===== src/logic/serializer_pkg.sv =====
// Constants shared by the display serializer and its word buffer
// Behaviour
// - Four independent seven-bit parallel-load shift registers
// - Capture all 28 inputs each active edge unless the word buffer is full
// - Edge select high rising, low falling
// - Seven bit slots per pixel period
// - Four data lanes plus forwarded clock lane
// - Forwarded clock matches pixel clock frequency
// - Shutdown low stops clocking, drivers off
// - Shutdown low asynchronously clears all registers
// - Shutdown low makes every lane high impedance
package serializer_pkg;
    localparam int DATA_BITS   = 28;
    localparam int LANES       = 4;
    localparam int SLICE_BITS  = 7;
    localparam int FIFO_DEPTH  = 4;
    localparam int COUNT_BITS  = 16;
    // Time constants, in their own units
    localparam int CLOCK_PERIOD_NS     = 100;
    localparam int PIXEL_MIN_PERIOD_NS = 800;
    // Least pixel period in system cycles, rounded up
    localparam int PIXEL_MIN_CYCLES =
        (PIXEL_MIN_PERIOD_NS + CLOCK_PERIOD_NS - 1) / CLOCK_PERIOD_NS;
    // Forwarded clock shape over the seven slots, first slot in bit 6
    localparam logic [6:0] CLOCK_PATTERN = 7'h63;
    // Reset values
    localparam logic [6:0]  SHIFT_RESET = 7'h00;
    localparam logic [15:0] COUNT_RESET = 16'h0000;
    localparam logic [2:0]  SLOT_RESET  = 3'h0;
    localparam logic [2:0]  SLOT_LAST   = 3'h6;
endpackage


===== src/logic/word_fifo.sv =====
// Small flip-flop FIFO holding captured pixel words
`timescale 1ns/1ps
module word_fifo #(
    parameter int WIDTH = 28,
    parameter int DEPTH = 4
) (
    input  wire logic             clock,
    input  wire logic             rst_n,
    input  wire logic             clear_n,
    input  wire logic             in_valid,
    output logic                  in_ready,
    input  wire logic [WIDTH-1:0] in_data,
    output logic                  out_valid,
    input  wire logic             out_ready,
    output logic [WIDTH-1:0]      out_data
);
    localparam int PW = (DEPTH > 1) ? $clog2(DEPTH) : 1;

    logic [WIDTH-1:0] mem_reg [DEPTH];
    logic [PW-1:0]    wr_ptr_reg;
    logic [PW-1:0]    rd_ptr_reg;
    logic [PW:0]      count_reg;
    logic             push;
    logic             pop;

    // Pointer wrap shared by both ends
    function automatic logic [PW-1:0] ptr_inc(input logic [PW-1:0] p);
        if (p == PW'(DEPTH - 1)) begin
            return '0;
        end
        return p + 1'b1;
    endfunction

    // Handshakes on both sides
    assign in_ready  = (count_reg != (PW+1)'(DEPTH));
    assign out_valid = (count_reg != '0);
    assign push      = in_valid && in_ready;
    assign pop       = out_valid && out_ready;
    assign out_data  = mem_reg[rd_ptr_reg];

    // Storage, cleared by shutdown
    always_ff @(posedge clock or negedge clear_n) begin
        if (!clear_n) begin
            for (int i = 0; i < DEPTH; i++) mem_reg[i] <= '0;
        end else if (!rst_n) begin
            for (int i = 0; i < DEPTH; i++) mem_reg[i] <= '0;
        end else if (push) begin
            mem_reg[wr_ptr_reg] <= in_data;
        end
    end

    // Pointers and fill level
    always_ff @(posedge clock or negedge clear_n) begin
        if (!clear_n) begin
            wr_ptr_reg <= '0;
            rd_ptr_reg <= '0;
            count_reg  <= '0;
        end else if (!rst_n) begin
            wr_ptr_reg <= '0;
            rd_ptr_reg <= '0;
            count_reg  <= '0;
        end else begin
            if (push) wr_ptr_reg <= ptr_inc(wr_ptr_reg);
            if (pop) rd_ptr_reg <= ptr_inc(rd_ptr_reg);
            if (push && !pop) count_reg <= count_reg + 1'b1;
            else if (pop && !push) count_reg <= count_reg - 1'b1;
        end
    end
endmodule // word_fifo


===== src/logic/lvds_display_serializer.sv =====
// Display serializer: 28-bit pixel capture, four lanes plus clock
`timescale 1ns/1ps
module lvds_display_serializer #(
    parameter int DATA_BITS  = serializer_pkg::DATA_BITS,
    parameter int FIFO_DEPTH = serializer_pkg::FIFO_DEPTH
) (
    input  wire logic                 clock,
    input  wire logic                 rst_n,
    input  wire logic                 pixel_clock_in,
    input  wire logic                 capture_edge_select,
    input  wire logic                 shutdown_n,
    input  wire logic [DATA_BITS-1:0] parallel_data,
    output logic [3:0]                serial_lane_pos,
    output logic [3:0]                serial_lane_neg,
    output logic [3:0]                serial_lane_oe,
    output logic                      forwarded_clock_out_pos,
    output logic                      forwarded_clock_out_neg,
    output logic                      forwarded_clock_out_oe,
    output logic                      capture_dropped
);
    localparam int CW = serializer_pkg::COUNT_BITS;

    ////////////////////////////////////////////////////////////////////
    // Declarations
    logic                 clk_meta_reg;
    logic                 clk_sync_reg;
    logic                 clk_prev_reg;
    logic                 sel_meta_reg;
    logic                 sel_sync_reg;
    logic [DATA_BITS-1:0] data_meta_reg;
    logic [DATA_BITS-1:0] data_sync_reg;
    logic                 run_meta_reg;
    logic                 run_reg;
    logic                 capture_edge;
    logic [CW-1:0]        period_cnt_reg;
    logic [CW-1:0]        period_reg;
    logic [CW-1:0]        acc_reg;
    logic [CW:0]          acc_next;
    logic                 slot_tick;
    logic [2:0]           slot_reg;
    logic [6:0]           shift_reg [4];
    logic [6:0]           new_slice [4];
    logic                 fifo_in_ready;
    logic                 fifo_out_valid;
    logic                 fifo_pop;
    logic [DATA_BITS-1:0] fifo_out_data;
    logic [3:0]           lane_bit_reg;
    logic                 clk_bit_reg;
    logic [3:0]           lane_neg_reg;
    logic                 clk_neg_reg;
    logic                 drive_reg;
    logic                 dropped_reg;

    ////////////////////////////////////////////////////////////////////
    // Helpers

    // Forwarded clock level for a slot, first slot in the top bit
    function automatic logic clock_shape(input logic [2:0] slot);
        return serializer_pkg::CLOCK_PATTERN[
            serializer_pkg::SLOT_LAST - slot];
    endfunction

    // Bit that leaves a lane at a tick: a fresh slice or the held one
    function automatic logic lane_head(input logic       pop,
                                       input logic [6:0] fresh,
                                       input logic [6:0] held);
        return pop ? fresh[6] : held[6];
    endfunction

    ////////////////////////////////////////////////////////////////////
    // Input synchronisers

    // Pixel clock, edge select and data each pass two flip-flops
    always_ff @(posedge clock or negedge shutdown_n) begin
        if (!shutdown_n) begin
            clk_meta_reg  <= 1'b0;
            clk_sync_reg  <= 1'b0;
            clk_prev_reg  <= 1'b0;
            sel_meta_reg  <= 1'b0;
            sel_sync_reg  <= 1'b0;
            data_meta_reg <= '0;
            data_sync_reg <= '0;
        end else if (!rst_n) begin
            clk_meta_reg  <= 1'b0;
            clk_sync_reg  <= 1'b0;
            clk_prev_reg  <= 1'b0;
            sel_meta_reg  <= 1'b0;
            sel_sync_reg  <= 1'b0;
            data_meta_reg <= '0;
            data_sync_reg <= '0;
        end else begin
            clk_meta_reg  <= pixel_clock_in;
            clk_sync_reg  <= clk_meta_reg;
            clk_prev_reg  <= clk_sync_reg;
            sel_meta_reg  <= capture_edge_select;
            sel_sync_reg  <= sel_meta_reg;
            data_meta_reg <= parallel_data;
            data_sync_reg <= data_meta_reg;
        end
    end

    // Shutdown release: cleared at once, released after two edges
    always_ff @(posedge clock or negedge shutdown_n) begin
        if (!shutdown_n) begin
            run_meta_reg <= 1'b0;
            run_reg      <= 1'b0;
        end else if (!rst_n) begin
            run_meta_reg <= 1'b0;
            run_reg      <= 1'b0;
        end else begin
            run_meta_reg <= 1'b1;
            run_reg      <= run_meta_reg;
        end
    end

    // Selected pixel clock edge; gated one edge past run so that the
    // edge flop holds a real sample and a high pin is no false edge
    assign capture_edge = drive_reg && (sel_sync_reg ?
        (clk_sync_reg && !clk_prev_reg) :
        (!clk_sync_reg && clk_prev_reg));

    ////////////////////////////////////////////////////////////////////
    // Capture into the word buffer

    word_fifo #(
        .WIDTH (DATA_BITS),
        .DEPTH (FIFO_DEPTH)
    ) u_word_fifo (
        .clock     (clock),
        .rst_n     (rst_n),
        .clear_n   (shutdown_n),
        .in_valid  (capture_edge),
        .in_ready  (fifo_in_ready),
        .in_data   (data_sync_reg),
        .out_valid (fifo_out_valid),
        .out_ready (fifo_pop),
        .out_data  (fifo_out_data)
    );

    // Sticky flag: a word arrived while the buffer was full
    always_ff @(posedge clock or negedge shutdown_n) begin
        if (!shutdown_n) begin
            dropped_reg <= 1'b0;
        end else if (!rst_n) begin
            dropped_reg <= 1'b0;
        end else if (capture_edge && !fifo_in_ready) begin
            dropped_reg <= 1'b1;
        end
    end

    ////////////////////////////////////////////////////////////////////
    // Bit slot timing: seven slots per measured pixel period

    // Pixel period in system cycles, measured edge to edge
    always_ff @(posedge clock or negedge shutdown_n) begin
        if (!shutdown_n) begin
            period_cnt_reg <= serializer_pkg::COUNT_RESET;
            period_reg     <= serializer_pkg::COUNT_RESET;
        end else if (!rst_n) begin
            period_cnt_reg <= serializer_pkg::COUNT_RESET;
            period_reg     <= serializer_pkg::COUNT_RESET;
        end else if (!run_reg) begin
            period_cnt_reg <= serializer_pkg::COUNT_RESET;
            period_reg     <= serializer_pkg::COUNT_RESET;
        end else if (capture_edge) begin
            period_reg     <= period_cnt_reg + 1'b1;
            period_cnt_reg <= serializer_pkg::COUNT_RESET;
        end else if (period_cnt_reg != {CW{1'b1}}) begin
            period_cnt_reg <= period_cnt_reg + 1'b1;
        end
    end

    // Accumulator adds seven per cycle, ticks each period-th part
    assign acc_next  = {1'b0, acc_reg} +
                       (CW+1)'(serializer_pkg::SLICE_BITS);
    assign slot_tick = run_reg && (period_reg != '0) &&
                       (acc_next >= {1'b0, period_reg});

    always_ff @(posedge clock or negedge shutdown_n) begin
        if (!shutdown_n) begin
            acc_reg <= serializer_pkg::COUNT_RESET;
        end else if (!rst_n || !run_reg || period_reg == '0) begin
            acc_reg <= serializer_pkg::COUNT_RESET;
        end else if (slot_tick) begin
            acc_reg <= CW'(acc_next - {1'b0, period_reg});
        end else begin
            acc_reg <= acc_next[CW-1:0];
        end
    end

    // Slot index 0..6 within the pixel period
    always_ff @(posedge clock or negedge shutdown_n) begin
        if (!shutdown_n) begin
            slot_reg <= serializer_pkg::SLOT_RESET;
        end else if (!rst_n || !run_reg) begin
            slot_reg <= serializer_pkg::SLOT_RESET;
        end else if (slot_tick) begin
            slot_reg <= (slot_reg == serializer_pkg::SLOT_LAST) ?
                serializer_pkg::SLOT_RESET : slot_reg + 1'b1;
        end
    end

    ////////////////////////////////////////////////////////////////////
    // Lane shift registers

    // Lane k carries bits 7k+6 down to 7k, highest bit first
    always_comb begin
        for (int k = 0; k < serializer_pkg::LANES; k++) begin
            new_slice[k] = fifo_out_valid ?
                fifo_out_data[k*7 +: 7] :
                serializer_pkg::SHIFT_RESET;
        end
    end

    // A new word is taken at the first slot of each period
    assign fifo_pop = slot_tick &&
                      (slot_reg == serializer_pkg::SLOT_RESET);

    always_ff @(posedge clock or negedge shutdown_n) begin
        if (!shutdown_n) begin
            for (int k = 0; k < 4; k++) begin
                shift_reg[k] <= serializer_pkg::SHIFT_RESET;
            end
            lane_bit_reg <= 4'h0;
        end else if (!rst_n || !run_reg) begin
            for (int k = 0; k < 4; k++) begin
                shift_reg[k] <= serializer_pkg::SHIFT_RESET;
            end
            lane_bit_reg <= 4'h0;
        end else if (slot_tick) begin
            for (int k = 0; k < 4; k++) begin
                if (fifo_pop) begin
                    lane_bit_reg[k] <= new_slice[k][6];
                    shift_reg[k]    <= {new_slice[k][5:0], 1'b0};
                end else begin
                    lane_bit_reg[k] <= shift_reg[k][6];
                    shift_reg[k]    <= {shift_reg[k][5:0], 1'b0};
                end
            end
        end
    end

    // Forwarded clock follows the fixed seven-slot shape
    always_ff @(posedge clock or negedge shutdown_n) begin
        if (!shutdown_n) begin
            clk_bit_reg <= 1'b0;
        end else if (!rst_n || !run_reg) begin
            clk_bit_reg <= 1'b0;
        end else if (slot_tick) begin
            clk_bit_reg <= clock_shape(slot_reg);
        end
    end

    // Lane complements, kept in flip-flops so no pin leaves a gate
    always_ff @(posedge clock or negedge shutdown_n) begin
        if (!shutdown_n) begin
            lane_neg_reg <= 4'h0;
        end else if (!rst_n || !run_reg) begin
            lane_neg_reg <= 4'h0;
        end else if (slot_tick) begin
            for (int k = 0; k < 4; k++) begin
                lane_neg_reg[k] <= !lane_head(fifo_pop, new_slice[k],
                                              shift_reg[k]);
            end
        end else begin
            lane_neg_reg <= ~lane_bit_reg; // Complement of the held bit
        end
    end

    // Forwarded clock complement, same timing as its true half
    always_ff @(posedge clock or negedge shutdown_n) begin
        if (!shutdown_n) begin
            clk_neg_reg <= 1'b0;
        end else if (!rst_n || !run_reg) begin
            clk_neg_reg <= 1'b0;
        end else if (slot_tick) begin
            clk_neg_reg <= !clock_shape(slot_reg);
        end else begin
            clk_neg_reg <= !clk_bit_reg;
        end
    end

    ////////////////////////////////////////////////////////////////////
    // Output drivers

    // Drivers on only while running
    always_ff @(posedge clock or negedge shutdown_n) begin
        if (!shutdown_n) begin
            drive_reg <= 1'b0;
        end else if (!rst_n) begin
            drive_reg <= 1'b0;
        end else begin
            drive_reg <= run_reg;
        end
    end

    assign serial_lane_pos         = lane_bit_reg;
    assign serial_lane_neg         = lane_neg_reg;
    assign serial_lane_oe          = {4{drive_reg}};
    assign forwarded_clock_out_pos = clk_bit_reg;
    assign forwarded_clock_out_neg = clk_neg_reg;
    assign forwarded_clock_out_oe  = drive_reg;
    assign capture_dropped         = dropped_reg;
endmodule // lvds_display_serializer


===== config.mk =====
export PLATFORM = sky130hd
export DESIGN_NAME = lvds_display_serializer
export DESIGN_NICKNAME = d
export VERILOG_FILES = /design/src/logic/serializer_pkg.sv /design/src/logic/word_fifo.sv /design/src/logic/lvds_display_serializer.sv
export SDC_FILE = /design/constraint.sdc
export NUM_CORES = 1
export LEC_CHECK = 0
export BUFFER_PORTS_ARGS = -buffer_cell sky130_fd_sc_hd__buf_2
export CAP_MARGIN = 15
export CORE_ASPECT_RATIO = 1.1
export CORE_MARGIN = 2
export CORE_UTILIZATION = 62
export CTS_CLUSTER_DIAMETER = 100
export CTS_CLUSTER_SIZE = 8
export DETAILED_ROUTE_END_ITERATION = 6
export PLACE_DENSITY_LB_ADDON = 0.15
export SLEW_MARGIN = 30
export SYNTH_ARGS = -nofsm -noshare
export SYNTH_HDL_FRONTEND = slang
export SYNTH_HIERARCHICAL = 1
export SYNTH_SLANG_ARGS = --single-unit

===== constraint.sdc =====
create_clock -name clock -period 5.2 [get_ports clock]
set_clock_uncertainty 0.2 [all_clocks]
set_input_delay 0.78 -clock clock [delete_from_list [all_inputs] [get_ports clock]]
set_output_delay 0.78 -clock clock [all_outputs]
set_load 0.02 [all_outputs]

==> summary.txt <==
Fin. max-slew vios = 0
Fin crit period = 4.75 ns
Max stage delay on crit path = 0.45 ns
Inserted Diodes = 0
Met2 WL = 14400 um
Worst setup path start = acc_reg[0]$_DFF_PN0_
Reg clk slew, reported paths = 0.05 ns
Worst slew margin = 41.3%
CP startpoint kind = flip-flop
Setup CP Type = flip-flop to flip-flop
Mapped Nets = 1309
Rows = 56
M1 WL = 12600 um
Reg-to-Reg Start = acc_reg[0]$_DFF_PN0_
CTS buffer count = 39
# Post-CTS Setup Buffers = 0
Routed len/inst = 18.5 um
Filler Cell Count = 1633
Final critical-path share of the clock period = 91.4%
Ys flop type = dfrtp_1
Yosys warnings = 6
Clock Latency Late Sink = 0.51 ns
Drt pass-1 iters = 4
Routed WL = 29000 um
Post-synth top area share = 50.1%
Die W = 144 um
Fin. Hold Viols = 0
Min-delay worst type = input port to asynchronous set/reset pin
Tot Pwr = 4470 uW
Worst setup path end = u_word_fifo/count_reg[2]$_DFFE_PN0P_
Drt first-iter violations = 604
Initial antenna violation count = 0
Status = complete, no violations
Final cell area excluding filler cells = 14700 um^2
Leakage = 0.00630 uW
Routed via count = 9308
Layout cells sized above 1 = 13.2%
Area grow syn2layout = 9.65%
Fin util = 69.2%
Largest net degree at the start of global routing = 105
Final ANT Viol Nets = 0
Critical path cell sequence = inv_1, ha_1, nor2b_1, nor2_1, nand3_1, xnor2_1, ha_1, nand2_1, or3_1, a31oi_4, o211a_1, nor2_2, nor2_1, buf_4, o21a_1, nor3_1, fa_1, or3b_2, a211oi_1, a311oi_1
Quantity of gates resized following cts = 0
Core area = 21300 um^2
Sequential share of power = 47.6%
DP Area = 13700 um^2
Initial Utilization = 63.1%
Die Span Y = 158 um
Final setup fails = 0
Peak fanout along the critical path = 9
Worst slew pin tran = 0.880 ns
Sw frac = 21.3%
FF+latch area = 6730 um^2
Number of flip-flops in the largest register = 112
Detailed-placement wirelength estimate = 17500 um
RSZ-0062 raised after global routing = false
Clk root buf = clkbuf_16
Comb pwr share = 3.4%
Final nets = 1334
FF+latch count, synth = 269
Critical Path AT = 4.93 ns
Clock Tree Buf Depth = 3
PwrDens = 304 nW/um^2
Synthesized cell area = 13400 um^2
Unique masters post-synth = 72
Yosys top cell by area = dfrtp_1
DRC = 0
Multi-input logic area = 6040 um^2
Req. time, crit path = 5.38 ns
Die area = 22900 um^2
Setup_tns = 0 ns
FF-to-FF End = u_word_fifo/count_reg[2]$_DFFE_PN0P_
Largest cells by area after synthesis = dfrtp_1 50%, mux2i_1 8.8%, nand2_1 5.9%, mux4_2 4.7%, and2_1 2.9%
Register area share after synthesis = 50.1%
Worst VDD drop = 0.358 mV
Synth top cells by count = 269 x dfrtp_1, 212 x nand2_1, 118 x mux2i_1, 63 x and2_1, 50 x clkbuf_1
Worst path slowest cell = or3b_2
Internal power = 3520 uW
Met3 WL = 1230 um
DR vias/cell = 5.94
I/O Pins = 49
Clock share of power = 49.0%
Switching Power = 955 uW
Global-route wire length before repair = 47700 um
Number of global-route vias before repair = 9547
I/O Buffers = 48
FFs w/ async S/R, synth = 100%
Post-synth EDFFs = 0
Max-cap violations = 0
F_max = 210 MHz
Syn avg cell area = 10.8 um^2
H-tree levels = 2
Top Layer Used = met4
Num Clock Sinks = 269
Worst Reg2Reg Path Length in Cells = 20
Top-count cell post-synth = dfrtp_1
Post-synthesis cell count = 1247
Global-route usage over all layers = 26.5%
GP Congestion = 0.907
R2r setup slk = 0.45 ns
Post-cts hold buffer count = 0
CTS tree = done
Total gr overflow = 0
Crit. End Element = flip-flop
## stage by stage
stage | hold WS (ns) | instances | setup slack, ns
detailed placement | 0.240 | 1521 | 0.481
CTS | 0.105 | 1566 | 0.465
finish | 0.0818 | 1566 | 0.446
floorplan | 0.234 | 1247 | 0.576
global route | 0.136 | 1566 | 0.0804
global placement | 0.236 | 1521 | 0.625
## power groups by stage
stage	sequential, uW	clock, uW	combinational, uW
after floorplan	2160	0	72.9
after global placement	2160	0	153
after detailed placement	2160	0	154
after CTS	2130	2240	154
after global routing	2130	2330	170
final	2130	2190	151
## cell usage in the layout, fill, tap and decap left out, types with 6 or more instances in the layout
| cell | n |
|---|---|
| dfrtp_1 | 267 |
| nand2_1 | 212 |
| mux2i_1 | 118 |
| and2_1 | 63 |
| nand3_1 | 48 |
| buf_2 | 46 |
| clkbuf_16 | 40 |
| o21ai_0 | 39 |
| nor2_1 | 38 |
| a21oi_1 | 38 |
| inv_1 | 34 |
| mux4_2 | 28 |
| ha_1 | 27 |
| a211oi_1 | 26 |
| nand4_1 | 25 |
| xor2_1 | 21 |
| nor3_1 | 20 |
| xnor2_1 | 20 |
| a21boi_1 | 20 |
| buf_4 | 17 |
| o21ai_1 | 11 |
| and3_1 | 9 |
| a211oi_2 | 7 |
| nand2b_1 | 6 |
| o21a_1 | 6 |
## critical path: cells and delay by family, from the launching register on
family / cells / cell delay, ns
and+or+nand+nor: 9 / 1.65
adders and majority gates: 3 / 1.06
AOI/OAI and AO/OA: 5 / 0.92
DFF: 1 / 0.37
buffers and inverters: 2 / 0.24
xor gates and xnor gates: 1 / 0.17
## routing by layer
metal	global-route usage (%)	up-vias
li1	-	4370
met1	35.0	4660
met2	45.1	221
met3	4.33	57
met4	8.23	0
met5	0	-
## logic make-up (layout without fill, tap and decap cells)
kind of cell	count (synthesis)	in the layout	synth area share, %
AOI/OAI and AO/OA	188	188	9.53
buffers and inverters	118	147	5.01
adders and majority gates	29	29	2.81
DFF	269	269	50.1
xor gates and xnor gates	41	41	2.67
and+or+nand+nor	456	456	16.4
muxes	146	146	13.5
## layout make-up
type                            count  area share, %
Timing Repair Buffer               67           2.88
Sequential cell                   269           45.7
Inverter                           35          0.892
Clock inverter                      3          0.204
Multi-Input combinational cell    860           41.0
Clock buffer                       42           6.84
Tap cell                          290           2.46
## worst min path at each step
stage                                 from                              to
2_1_floorplan       clk_meta_reg$_DFF_PN0_          clk_sync_reg$_DFF_PN0_
3_3_place_gp    data_meta_reg[7]$_DFF_PN0_      data_sync_reg[7]$_DFF_PN0_
3_5_place_dp   data_meta_reg[22]$_DFF_PN0_     data_sync_reg[22]$_DFF_PN0_
4_1_cts                         shutdown_n  period_cnt_reg[14]$_DFFE_PN0P_
5_1_grt                         shutdown_n  period_cnt_reg[14]$_DFFE_PN0P_
6_report                        shutdown_n  period_cnt_reg[14]$_DFFE_PN0P_
Note: power is estimated with default switching activity, not from simulation.
